$ cat src/core/rcf_pkg.sv
// shared constants for the remote command response framer
package rcf_pkg;
	// frame markers and types
	localparam logic [7:0]  START_MARK     = 8'h7e;
	localparam logic [7:0]  TYPE_REQ       = 8'h17;
	localparam logic [7:0]  TYPE_RSP       = 8'h97;
	localparam logic [7:0]  CKS_BASE       = 8'hff;
	// byte offsets inside a response frame
	localparam logic [4:0]  OFS_LEN_HI     = 5'h01;
	localparam logic [4:0]  OFS_LEN_LO     = 5'h02;
	localparam logic [4:0]  OFS_TYPE       = 5'h03;
	localparam logic [4:0]  OFS_FID        = 5'h04;
	localparam logic [4:0]  OFS_A64        = 5'h05;
	localparam logic [4:0]  OFS_A64_END    = 5'h0c;
	localparam logic [4:0]  OFS_A16        = 5'h0d;
	localparam logic [4:0]  OFS_CMD        = 5'h0f;
	localparam logic [4:0]  OFS_STATUS     = 5'h11;
	localparam logic [4:0]  OFS_VAL        = 5'h12;
	// bytes from type through status
	localparam logic [15:0] LEN_FIXED      = 16'h000f;
	localparam int          VAL_BYTES      = 4;
	// status codes
	localparam logic [7:0]  ST_OK          = 8'h00;
	localparam logic [7:0]  ST_ERROR       = 8'h01;
	localparam logic [7:0]  ST_BAD_CMD     = 8'h02;
	localparam logic [7:0]  ST_BAD_PARAM   = 8'h03;
	localparam logic [7:0]  ST_TX_FAIL     = 8'h04;
	localparam logic [7:0]  ST_NO_SESSION  = 8'h0b;
	localparam logic [7:0]  ST_CRYPT_ERR   = 8'h0c;
	localparam logic [7:0]  ST_INSECURE    = 8'h0d;
	// two-character commands handled by the node
	localparam logic [15:0] CMD_SERIAL_BAUD = 16'h4244;
	localparam logic [15:0] APPLY_CHANGES_CMD = 16'h4143;
	localparam logic [15:0] SAVE_CMD       = 16'h5752;
	localparam logic [15:0] SOFTWARE_RESET_CMD = 16'h4652;
	localparam int          OPT_APPLY_BIT  = 1;
	localparam logic [15:0] A16_UNKNOWN    = 16'hfffe;
	localparam logic [31:0] BAUD_RESET     = 32'h00000003;
	// host register map
	localparam logic [7:0]  REG_ADDR_HI    = 8'h00;
	localparam logic [7:0]  REG_ADDR_LO    = 8'h04;
	localparam logic [7:0]  REG_CMD        = 8'h08;
	localparam logic [7:0]  REG_PARAM      = 8'h0c;
	localparam logic [7:0]  REG_GO         = 8'h10;
	localparam logic [7:0]  REG_RSP_INFO   = 8'h14;
	localparam logic [7:0]  REG_RSP_VAL    = 8'h18;
	localparam logic [7:0]  REG_IRQ_STAT   = 8'h1c;
	localparam logic [7:0]  REG_IRQ_EN     = 8'h20;
	localparam logic [7:0]  REG_IRQ_CLR    = 8'h24;
	localparam int          IRQ_RSP_OK     = 0;
	localparam int          IRQ_RSP_FAIL   = 1;
	localparam int          IRQ_CKS_ERR    = 2;
	localparam int          IRQ_W          = 3;
endpackage : rcf_pkg

$ cat src/core/rcf_link_if.sv
// link between the serial host and the local radio device
`timescale 1ns/1ps
`default_nettype none
interface rcf_link_if;
	logic        req_valid;   // one-cycle request pulse
	logic [7:0]  req_fid;
	logic [63:0] req_addr64;
	logic [7:0]  req_opt;
	logic [15:0] req_cmd;
	logic        req_has_param;
	logic [31:0] req_param;
	logic        tx_valid;    // one byte of response frame
	logic [7:0]  tx_byte;

	modport dev (
		input  req_valid, req_fid, req_addr64, req_opt, req_cmd,
		input  req_has_param, req_param,
		output tx_valid, tx_byte
	);
	modport host (
		output req_valid, req_fid, req_addr64, req_opt, req_cmd,
		output req_has_param, req_param,
		input  tx_valid, tx_byte
	);
endinterface : rcf_link_if
`default_nettype wire

$ cat src/core/rcf_device.sv
// radio device end: response framer and remote parameter node
// Functional notes
// - parameter change responses omit value field
// - query returns currently configured value
// - checksum is 0xff minus byte sum
// - api mode one sends bytes verbatim
// - remote writes stay pending until applied
// - apply on option, apply cmd, save+reset
// - zero frame identifier suppresses any response; a radio response with fid 0 is still framed
// - received response becomes one serial frame
// - unreachable target never yields success frame
// - host fills request fields correctly
// - response type 0x97, identifier copied
// - host retries on transmission failure
// - fixed field layout through status byte
// - length counts bytes type through value
// - status byte uses defined code set
`timescale 1ns/1ps
`default_nettype none
module rcf_device (
	input  wire logic        clk_sys_i,
	input  wire logic        rst_i,
	rcf_link_if.dev          lnk,
	// request forwarded onto the radio
	output logic             fwd_valid_o,
	output logic [63:0]      fwd_addr64_o,
	output logic [7:0]       fwd_fid_o,
	output logic [7:0]       fwd_opt_o,
	output logic [15:0]      fwd_cmd_o,
	output logic             fwd_has_param_o,
	output logic [31:0]      fwd_param_o,
	// response transmission received from the radio
	input  wire logic        rsp_valid_i,
	input  wire logic [7:0]  rsp_fid_i,
	input  wire logic [63:0] rsp_addr64_i,
	input  wire logic [15:0] rsp_addr16_i,
	input  wire logic [15:0] rsp_cmd_i,
	input  wire logic [7:0]  rsp_status_i,
	input  wire logic [31:0] rsp_val_i,
	input  wire logic        unreach_i,
	output logic             rsp_ready_o,
	// request arriving from a far node, this node as target
	input  wire logic        rreq_valid_i,
	input  wire logic [7:0]  rreq_fid_i,
	input  wire logic [7:0]  rreq_opt_i,
	input  wire logic [15:0] rreq_cmd_i,
	input  wire logic        rreq_has_param_i,
	input  wire logic [31:0] rreq_param_i,
	output logic             rrsp_valid_o,
	output logic [7:0]       rrsp_fid_o,
	output logic [7:0]       rrsp_status_o,
	output logic             rrsp_has_val_o,
	output logic [31:0]      rrsp_val_o,
	output logic [31:0]      serial_baud_setting_o
);
	////////////////////////////////////////////////////////////////////////
	// frame byte selection
	function automatic logic [7:0] frame_byte(
		input logic [4:0]  idx,
		input logic [15:0] len,
		input logic [7:0]  fid,
		input logic [63:0] a64,
		input logic [15:0] a16,
		input logic [15:0] cmd,
		input logic [7:0]  st,
		input logic [31:0] val,
		input logic [2:0]  vlen
	);
		logic [63:0] sh64;
		logic [31:0] sh32;
		logic [4:0]  k;
		sh64 = a64 >> {(rcf_pkg::OFS_A64_END - idx), 3'b000};
		k    = idx - rcf_pkg::OFS_VAL;
		sh32 = val >> {(5'({2'b00, vlen}) - 5'h01 - k), 3'b000};
		case (idx)
			5'h00:                 frame_byte = rcf_pkg::START_MARK;
			rcf_pkg::OFS_LEN_HI:   frame_byte = len[15:8];
			rcf_pkg::OFS_LEN_LO:   frame_byte = len[7:0];
			rcf_pkg::OFS_TYPE:     frame_byte = rcf_pkg::TYPE_RSP;
			rcf_pkg::OFS_FID:      frame_byte = fid;
			rcf_pkg::OFS_A16:      frame_byte = a16[15:8];
			rcf_pkg::OFS_A16 + 5'h01: frame_byte = a16[7:0];
			rcf_pkg::OFS_CMD:      frame_byte = cmd[15:8];
			rcf_pkg::OFS_CMD + 5'h01: frame_byte = cmd[7:0];
			rcf_pkg::OFS_STATUS:   frame_byte = st;
			default:
			begin
				// address bytes msb first, then value
				if (idx < rcf_pkg::OFS_A16)
					frame_byte = sh64[7:0];
				else
					frame_byte = sh32[7:0];
			end
		endcase
	endfunction : frame_byte

	////////////////////////////////////////////////////////////////////////
	// forwarding toward the radio, remembering the last request
	logic        last_chg_ff;
	logic [7:0]  last_fid_ff;
	logic [15:0] last_cmd_ff;

	always_ff @(posedge clk_sys_i or posedge rst_i)
	begin
		if (rst_i)
		begin
			fwd_valid_o     <= 1'b0;
			fwd_addr64_o    <= '0;
			fwd_fid_o       <= '0;
			fwd_opt_o       <= '0;
			fwd_cmd_o       <= '0;
			fwd_has_param_o <= 1'b0;
			fwd_param_o     <= '0;
			last_chg_ff     <= 1'b0;
			last_fid_ff     <= '0;
			last_cmd_ff     <= '0;
		end
		else
		begin
			fwd_valid_o <= lnk.req_valid;
			if (lnk.req_valid)
			begin
				fwd_addr64_o    <= lnk.req_addr64;
				fwd_fid_o       <= lnk.req_fid;
				fwd_opt_o       <= lnk.req_opt;
				fwd_cmd_o       <= lnk.req_cmd;
				fwd_has_param_o <= lnk.req_has_param;
				fwd_param_o     <= lnk.req_param;
				last_chg_ff     <= lnk.req_has_param;
				last_fid_ff     <= lnk.req_fid;
				last_cmd_ff     <= lnk.req_cmd;
			end
		end
	end

	////////////////////////////////////////////////////////////////////////
	// response framer toward the host
	logic        busy_ff;
	logic [4:0]  idx_ff;
	logic [7:0]  sum_ff;
	logic [7:0]  f_fid_ff;
	logic [63:0] f_a64_ff;
	logic [15:0] f_a16_ff;
	logic [15:0] f_cmd_ff;
	logic [7:0]  f_st_ff;
	logic [31:0] f_val_ff;
	logic [2:0]  f_vlen_ff;
	logic        tx_valid_ff;
	logic [7:0]  tx_byte_ff;
	logic [15:0] f_len;
	logic [4:0]  last_idx;
	logic        fail_load;

	assign f_len    = rcf_pkg::LEN_FIXED + 16'({13'h0000, f_vlen_ff});
	assign last_idx = rcf_pkg::OFS_VAL + 5'({2'b00, f_vlen_ff});
	// unreachable target yields failure, not success
	assign fail_load = unreach_i && !rsp_valid_i && last_fid_ff != 8'h00;
	// bytes leave verbatim, no escape stage
	assign lnk.tx_valid = tx_valid_ff;
	assign lnk.tx_byte  = tx_byte_ff;

	always_ff @(posedge clk_sys_i or posedge rst_i)
	begin
		if (rst_i)
		begin
			busy_ff     <= 1'b0;
			idx_ff      <= '0;
			sum_ff      <= '0;
			f_fid_ff    <= '0;
			f_a64_ff    <= '0;
			f_a16_ff    <= '0;
			f_cmd_ff    <= '0;
			f_st_ff     <= '0;
			f_val_ff    <= '0;
			f_vlen_ff   <= '0;
			tx_valid_ff <= 1'b0;
			tx_byte_ff  <= '0;
			rsp_ready_o <= 1'b0;
		end
		else if (!busy_ff)
		begin
			tx_valid_ff <= 1'b0;
			idx_ff      <= '0;
			sum_ff      <= '0;
			rsp_ready_o <= !(rsp_valid_i || fail_load);
			if (rsp_valid_i)
			begin
				busy_ff  <= 1'b1;
				f_fid_ff <= rsp_fid_i;
				f_a64_ff <= rsp_addr64_i;
				f_a16_ff <= rsp_addr16_i;
				f_cmd_ff <= rsp_cmd_i;
				f_st_ff  <= rsp_status_i;
				f_val_ff <= rsp_val_i;
				// change answers carry no value field
				if (last_chg_ff && rsp_fid_i == last_fid_ff)
					f_vlen_ff <= 3'h0;
				else
					f_vlen_ff <= 3'(rcf_pkg::VAL_BYTES);
			end
			else if (fail_load)
			begin
				busy_ff   <= 1'b1;
				f_fid_ff  <= last_fid_ff;
				f_a64_ff  <= fwd_addr64_o;
				f_a16_ff  <= rcf_pkg::A16_UNKNOWN;
				f_cmd_ff  <= last_cmd_ff;
				f_st_ff   <= rcf_pkg::ST_TX_FAIL;
				f_val_ff  <= '0;
				f_vlen_ff <= 3'h0;
			end
		end
		else
		begin
			tx_valid_ff <= 1'b1;
			idx_ff      <= idx_ff + 5'h01;
			// sum from type up to checksum
			if (idx_ff >= rcf_pkg::OFS_TYPE)
				sum_ff <= sum_ff + frame_byte(idx_ff, f_len, f_fid_ff,
					f_a64_ff, f_a16_ff, f_cmd_ff, f_st_ff, f_val_ff,
					f_vlen_ff);
			if (idx_ff == last_idx)
			begin
				tx_byte_ff  <= rcf_pkg::CKS_BASE - sum_ff;
				busy_ff     <= 1'b0;
				rsp_ready_o <= 1'b1;
			end
			else
				tx_byte_ff <= frame_byte(idx_ff, f_len, f_fid_ff,
					f_a64_ff, f_a16_ff, f_cmd_ff, f_st_ff, f_val_ff,
					f_vlen_ff);
		end
	end

	////////////////////////////////////////////////////////////////////////
	// node side: pending and active serial baud setting
	logic [31:0] pend_ff;
	logic        saved_ff;
	logic        is_baud;
	logic        applies;

	assign is_baud = rreq_cmd_i == rcf_pkg::CMD_SERIAL_BAUD;
	assign applies = rreq_opt_i[rcf_pkg::OPT_APPLY_BIT];

	always_ff @(posedge clk_sys_i or posedge rst_i)
	begin
		if (rst_i)
		begin
			pend_ff               <= rcf_pkg::BAUD_RESET;
			serial_baud_setting_o <= rcf_pkg::BAUD_RESET;
			saved_ff              <= 1'b0;
		end
		else if (rreq_valid_i)
		begin
			// writes always land in the pending copy
			if (is_baud && rreq_has_param_i)
				pend_ff <= rreq_param_i;
			// apply option commits the new value
			if (is_baud && rreq_has_param_i && applies)
				serial_baud_setting_o <= rreq_param_i;
			else if (rreq_cmd_i == rcf_pkg::APPLY_CHANGES_CMD || applies)
				serial_baud_setting_o <= pend_ff;
			if (rreq_cmd_i == rcf_pkg::SAVE_CMD)
				saved_ff <= 1'b1;
			else if (rreq_cmd_i == rcf_pkg::SOFTWARE_RESET_CMD)
			begin
				saved_ff <= 1'b0;
				if (saved_ff)
					serial_baud_setting_o <= pend_ff;
			end
		end
	end

	// answer to the far requester
	always_ff @(posedge clk_sys_i or posedge rst_i)
	begin
		if (rst_i)
		begin
			rrsp_valid_o   <= 1'b0;
			rrsp_fid_o     <= '0;
			rrsp_status_o  <= '0;
			rrsp_has_val_o <= 1'b0;
			rrsp_val_o     <= '0;
		end
		else
		begin
			rrsp_valid_o   <= rreq_valid_i && rreq_fid_i != 8'h00;
			rrsp_fid_o     <= rreq_fid_i;
			rrsp_has_val_o <= is_baud && !rreq_has_param_i;
			rrsp_val_o     <= serial_baud_setting_o;
			// status from the defined code set
			if (is_baud || rreq_cmd_i == rcf_pkg::APPLY_CHANGES_CMD
				|| rreq_cmd_i == rcf_pkg::SAVE_CMD
				|| rreq_cmd_i == rcf_pkg::SOFTWARE_RESET_CMD)
				rrsp_status_o <= rcf_pkg::ST_OK;
			else
				rrsp_status_o <= rcf_pkg::ST_BAD_CMD;
		end
	end
endmodule : rcf_device
`default_nettype wire

$ cat src/flat_wrapper.sv
// flat-port wrapper written by rule: the top's interface ports become plain ports
module rcf_device_flat 
  (clk_sys_i, rst_i, fwd_valid_o, fwd_addr64_o, fwd_fid_o, fwd_opt_o, fwd_cmd_o, fwd_has_param_o, fwd_param_o, rsp_valid_i, rsp_fid_i, rsp_addr64_i, rsp_addr16_i, rsp_cmd_i, rsp_status_i, rsp_val_i, unreach_i, rsp_ready_o, rreq_valid_i, rreq_fid_i, rreq_opt_i, rreq_cmd_i, rreq_has_param_i, rreq_param_i, rrsp_valid_o, rrsp_fid_o, rrsp_status_o, rrsp_has_val_o, rrsp_val_o, serial_baud_setting_o, lnk_req_valid, lnk_req_fid, lnk_req_addr64, lnk_req_opt, lnk_req_cmd, lnk_req_has_param, lnk_req_param, lnk_tx_valid, lnk_tx_byte);
  rcf_link_if lnk_i ();
  input  wire logic clk_sys_i;
  input  wire logic rst_i;
  output logic fwd_valid_o;
  output logic [63:0] fwd_addr64_o;
  output logic [7:0] fwd_fid_o;
  output logic [7:0] fwd_opt_o;
  output logic [15:0] fwd_cmd_o;
  output logic fwd_has_param_o;
  output logic [31:0] fwd_param_o;
  input  wire logic rsp_valid_i;
  input  wire logic [7:0] rsp_fid_i;
  input  wire logic [63:0] rsp_addr64_i;
  input  wire logic [15:0] rsp_addr16_i;
  input  wire logic [15:0] rsp_cmd_i;
  input  wire logic [7:0] rsp_status_i;
  input  wire logic [31:0] rsp_val_i;
  input  wire logic unreach_i;
  output logic rsp_ready_o;
  input  wire logic rreq_valid_i;
  input  wire logic [7:0] rreq_fid_i;
  input  wire logic [7:0] rreq_opt_i;
  input  wire logic [15:0] rreq_cmd_i;
  input  wire logic rreq_has_param_i;
  input  wire logic [31:0] rreq_param_i;
  output logic rrsp_valid_o;
  output logic [7:0] rrsp_fid_o;
  output logic [7:0] rrsp_status_o;
  output logic rrsp_has_val_o;
  output logic [31:0] rrsp_val_o;
  output logic [31:0] serial_baud_setting_o;
  input wire logic [$bits(lnk_i.req_valid)-1:0] lnk_req_valid;
  input wire logic [$bits(lnk_i.req_fid)-1:0] lnk_req_fid;
  input wire logic [$bits(lnk_i.req_addr64)-1:0] lnk_req_addr64;
  input wire logic [$bits(lnk_i.req_opt)-1:0] lnk_req_opt;
  input wire logic [$bits(lnk_i.req_cmd)-1:0] lnk_req_cmd;
  input wire logic [$bits(lnk_i.req_has_param)-1:0] lnk_req_has_param;
  input wire logic [$bits(lnk_i.req_param)-1:0] lnk_req_param;
  output wire logic [$bits(lnk_i.tx_valid)-1:0] lnk_tx_valid;
  output wire logic [$bits(lnk_i.tx_byte)-1:0] lnk_tx_byte;
  assign lnk_i.req_valid = lnk_req_valid;
  assign lnk_i.req_fid = lnk_req_fid;
  assign lnk_i.req_addr64 = lnk_req_addr64;
  assign lnk_i.req_opt = lnk_req_opt;
  assign lnk_i.req_cmd = lnk_req_cmd;
  assign lnk_i.req_has_param = lnk_req_has_param;
  assign lnk_i.req_param = lnk_req_param;
  assign lnk_tx_valid = lnk_i.tx_valid;
  assign lnk_tx_byte = lnk_i.tx_byte;
  rcf_device u_core (.clk_sys_i(clk_sys_i), .rst_i(rst_i), .lnk(lnk_i), .fwd_valid_o(fwd_valid_o), .fwd_addr64_o(fwd_addr64_o), .fwd_fid_o(fwd_fid_o), .fwd_opt_o(fwd_opt_o), .fwd_cmd_o(fwd_cmd_o), .fwd_has_param_o(fwd_has_param_o), .fwd_param_o(fwd_param_o), .rsp_valid_i(rsp_valid_i), .rsp_fid_i(rsp_fid_i), .rsp_addr64_i(rsp_addr64_i), .rsp_addr16_i(rsp_addr16_i), .rsp_cmd_i(rsp_cmd_i), .rsp_status_i(rsp_status_i), .rsp_val_i(rsp_val_i), .unreach_i(unreach_i), .rsp_ready_o(rsp_ready_o), .rreq_valid_i(rreq_valid_i), .rreq_fid_i(rreq_fid_i), .rreq_opt_i(rreq_opt_i), .rreq_cmd_i(rreq_cmd_i), .rreq_has_param_i(rreq_has_param_i), .rreq_param_i(rreq_param_i), .rrsp_valid_o(rrsp_valid_o), .rrsp_fid_o(rrsp_fid_o), .rrsp_status_o(rrsp_status_o), .rrsp_has_val_o(rrsp_has_val_o), .rrsp_val_o(rrsp_val_o), .serial_baud_setting_o(serial_baud_setting_o));
endmodule
$ cat config.mk
export PLATFORM = sky130hd
export DESIGN_NAME = rcf_device_flat
export DESIGN_NICKNAME = d
export VERILOG_FILES = /design/src/core/rcf_pkg.sv /design/src/core/rcf_link_if.sv /design/src/core/rcf_device.sv /design/src/flat_wrapper.sv
export SDC_FILE = /design/constraint.sdc
export NUM_CORES = 1
export LEC_CHECK = 0
export BUFFER_PORTS_ARGS = -buffer_cell sky130_fd_sc_hd__buf_2
export CORE_MARGIN = 2
export CORE_UTILIZATION = 32
export CTS_CLUSTER_DIAMETER = 40
export DETAILED_ROUTE_END_ITERATION = 12
export PLACE_DENSITY_LB_ADDON = 0.3
export SLEW_MARGIN = 25
export SYNTH_ARGS = -nofsm -noshare
export SYNTH_HDL_FRONTEND = slang
export SYNTH_SLANG_ARGS = --single-unit
$ cat constraint.sdc
create_clock -name clk_sys_i -period 13.6 [get_ports clk_sys_i]
set_input_delay 1.36 -clock clk_sys_i [delete_from_list [all_inputs] [get_ports clk_sys_i]]
set_output_delay 1.36 -clock clk_sys_i [all_outputs]
set_load 0.01 [all_outputs]
==> metrics.txt <==
status complete, no violations; Cell Area, Synth 18000 um^2; Syn Inst Count 1494; number of flops mapped to enable cells by yosys 0; layout cell share with drive strength beyond 1 0.432; Main synth FF type dfrtp_1; WP buf/inv 2; HP Start u_core.serial_baud_setting_o[21]; antenna violations before repair 4; FP Rows 86; Yosys reg bits 407; Pre-antenna DRT Iters 5; post-route ant nets 0; nets@finish 2399; CTS tree built; Syn. warnings 0; Worst Setup Path Type reg -> reg; Final Hold Viols 0; ys async rst share 1.00; DR vias/cell 4.87; total track usage 0.197; RePlAce Congestion 0.927; Netlist cell types 69; HPWL Detailed 42100 um; minimum clock period 5.15 ns; setup repair bufs after CTS 0; placed instance area 21400 um^2; grt total ovfl 0; M3 GR Usage 0.0472; Max Slew Vio Count 0; post-route design area 24000 um^2; DR WL/cell 20.1 um; largest net degree at the start of global routing 121; # resized after CTS 0; worst-margin pin slew 1.03 ns; Max Clk Rate 194 MHz; Die Ht 241 um; met1 Use GR 0.245; Die Wd 241 um; FF-to-FF Start u_core.idx_ff[0]; Peak VDD IR 121 uV; Pwr Density 211 nW/um^2; drt drc 0; clk buf depth 3; area delta synth->final 33.5%; most frequent cells in the layout buf_2 (549), dfrtp_1 (402), nand2_1 (188); leak pwr 12.0 nW; Hold Crit Class reg -> reg; 1st-iter DRT viols 700; syn_area_per_cell 12.0 um^2; Final period util 0.378; first-pass GRT wire length 86200 um; DIE AREA 58100 um^2; most common cell after layout, fill and taps aside buf_2; Critical Path AT 5.65 ns; Core ar. 55300 um^2; CTS Buf Count 73; CTS clock-pin slew for the worst setup and hold paths 0.05 ns; Setup Viol. Count Final 0; H-Tree Depth 3; CP top delay family adder cells; RSZ-0062 raised after global routing no; clk_skew 0.0327 ns; worst-path fanout max 32; hold buffer count at CTS 0; critical path's largest stage delay 0.97 ns; vias 13861; IO Count 566; Clock Latency Late Sink 0.61 ns; Setup TNS 0 ns; slowest cell on the critical path ha_1; clock sink count 407; IO buf count 551; Starting Density 0.325; most frequent cell on the critical path mux2i_1; Critical Path RT 14.11 ns; busiest metal layer after global routing met2; Seq/Total Area, Yosys 0.566; max_cap viols 0; CP Cell Sequence buf_4 > inv_1 > ha_1 > mux4_2 > mux2i_1 > nor2_1 > a211oi_1 > a41oi_1 > ha_1 > nand2_1 > o21ai_0 > or4_1 > a21bo_2 > mux2i_1 > mux2i_1; vias in the first global route 14510; met2 Resource Use GR 0.337; Worst setup EP type register; crit path launch type register; clk root buf clkbuf_16; Critical Path Start u_core.idx_ff[0]; relative slew slack 0.314; Routed WL 57200 um
-- cell type report --
cell class | instances | area, um^2
diodes | 3 | 7.51
clock buffers | 86 | 1950
clock inverters | 48 | 647
fillers | 5284 | 31300
inverters | 44 | 173
multi-input cells | 944 | 7210
flip-flops and latches | 407 | 10200
well taps | 748 | 936
repair buffers | 568 | 2910
-- Yosys cell counts, types with 4 or more instances --
library cell	number	share of area
nand2b_1	5	0.0017
nor2b_1	13	0.0045
ha_1	16	0.011
buf_1	10	0.0021
nor2_1	49	0.010
dfstp_2	4	0.0058
a21oi_1	19	0.0053
xnor2_1	7	0.0034
nor4_1	5	0.0017
mux4_2	24	0.030
dfrtp_1	403	0.56
nand3_1	56	0.016
mux2_2	161	0.10
a31oi_1	17	0.0059
buf_2	25	0.0070
xor2_1	8	0.0039
mux2i_1	102	0.057
nand4_1	5	0.0017
nor3_1	7	0.0019
buf_4	9	0.0038
a211oi_1	7	0.0029
clkbuf_1	60	0.013
nand2_1	188	0.039
o21ai_0	104	0.029
inv_1	44	0.0092
a22oi_1	13	0.0054
a22o_1	63	0.031
-- routing by layer --
layer	part of all wire	wire length, um	vias up
met5	0.00028	16	-
met4	0.026	1460	4
met3	0.058	3330	96
met2	0.51	29000	451
met1	0.41	23500	6874
li1	-	-	6436
-- flip-flops by register name, indices dropped and copies added, names as in the netlist, 5 cells and up --
| register | count |
|---|---|
| u_core.f_a64_ff | 64 |
| u_core.fwd_addr64_o | 64 |
| u_core.f_val_ff | 32 |
| u_core.fwd_param_o | 32 |
| u_core.pend_ff | 32 |
| u_core.rrsp_val_o | 32 |
| u_core.serial_baud_setting_o | 32 |
| u_core.f_a16_ff | 16 |
| u_core.f_cmd_ff | 16 |
| u_core.last_cmd_ff | 16 |
| u_core.f_fid_ff | 8 |
| u_core.f_st_ff | 8 |
| u_core.fwd_opt_o | 8 |
| u_core.last_fid_ff | 8 |
| u_core.lnk.tx_byte | 8 |
| u_core.rrsp_fid_o | 8 |
| u_core.sum_ff | 8 |
| u_core.idx_ff | 5 |
-- report_power, final --
| group | switching (mW) | internal (mW) | total (mW) |
|---|---|---|---|
| clock | 0.683 | 1.20 | 1.89 |
| combinational | 0.843 | 0.657 | 1.50 |
| sequential | 0.187 | 1.48 | 1.67 |
| total | 1.71 | 3.34 | 5.06 |
-- kinds of logic (layout without fill, tap and decap cells) --
group / after synthesis / count (layout) / synth area share
muxes: 287 / 287 / 0.188
other: 1 / 10 / 0.000208
buffers and inverters: 149 / 746 / 0.0351
DFF: 407 / 407 / 0.566
adders and majority gates: 17 / 17 / 0.0122
and+or+nand+nor: 356 / 356 / 0.0918
xor gates and xnor gates: 16 / 16 / 0.00821
AOI/OAI and AO/OA: 261 / 261 / 0.0987
-- path summary, 6_finish.rpt --
path                                          to  slack [ns]  cells after the start
max                             u_core.sum_ff[7]        8.45                     15
min reg2reg                u_core.rrsp_val_o[21]        0.40                      0
min in group asynchronous   u_core.rrsp_val_o[3]        0.93                      2
max reg2reg                     u_core.sum_ff[7]        8.45                     15
max in group asynchronous    u_core.f_val_ff[15]       10.54                      4
min                        u_core.rrsp_val_o[21]        0.40                      0
-- per-stage QoR --
step / power (mW) / hold WS, ns / std cells / setup WS [ns] / util
2_1_floorplan: 2.71 / 0.352 / 1500 / 0.924 / -
3_3_place_gp: 3.18 / 0.392 / 2711 / 8.43 / 0.387
3_5_place_dp: 3.21 / 0.392 / 2711 / 8.40 / 0.387
4_1_cts: 5.14 / 0.406 / 2845 / 8.38 / 0.434
5_1_grt: 5.39 / 0.412 / 2847 / 8.13 / 0.434
6_report: 5.06 / 0.401 / 2848 / 8.45 / 0.434
-- worst register-to-register path: cells and delay by family (launching register included) --
kind / cells / cell delay (ns)
fa+ha+maj: 2 / 1.39
simple gates: 3 / 0.61
mux: 4 / 1.09
flops: 1 / 0.33
buf+inv: 2 / 0.64
compound gates: 4 / 0.99
Note: power is estimated with default switching activity, not from simulation.
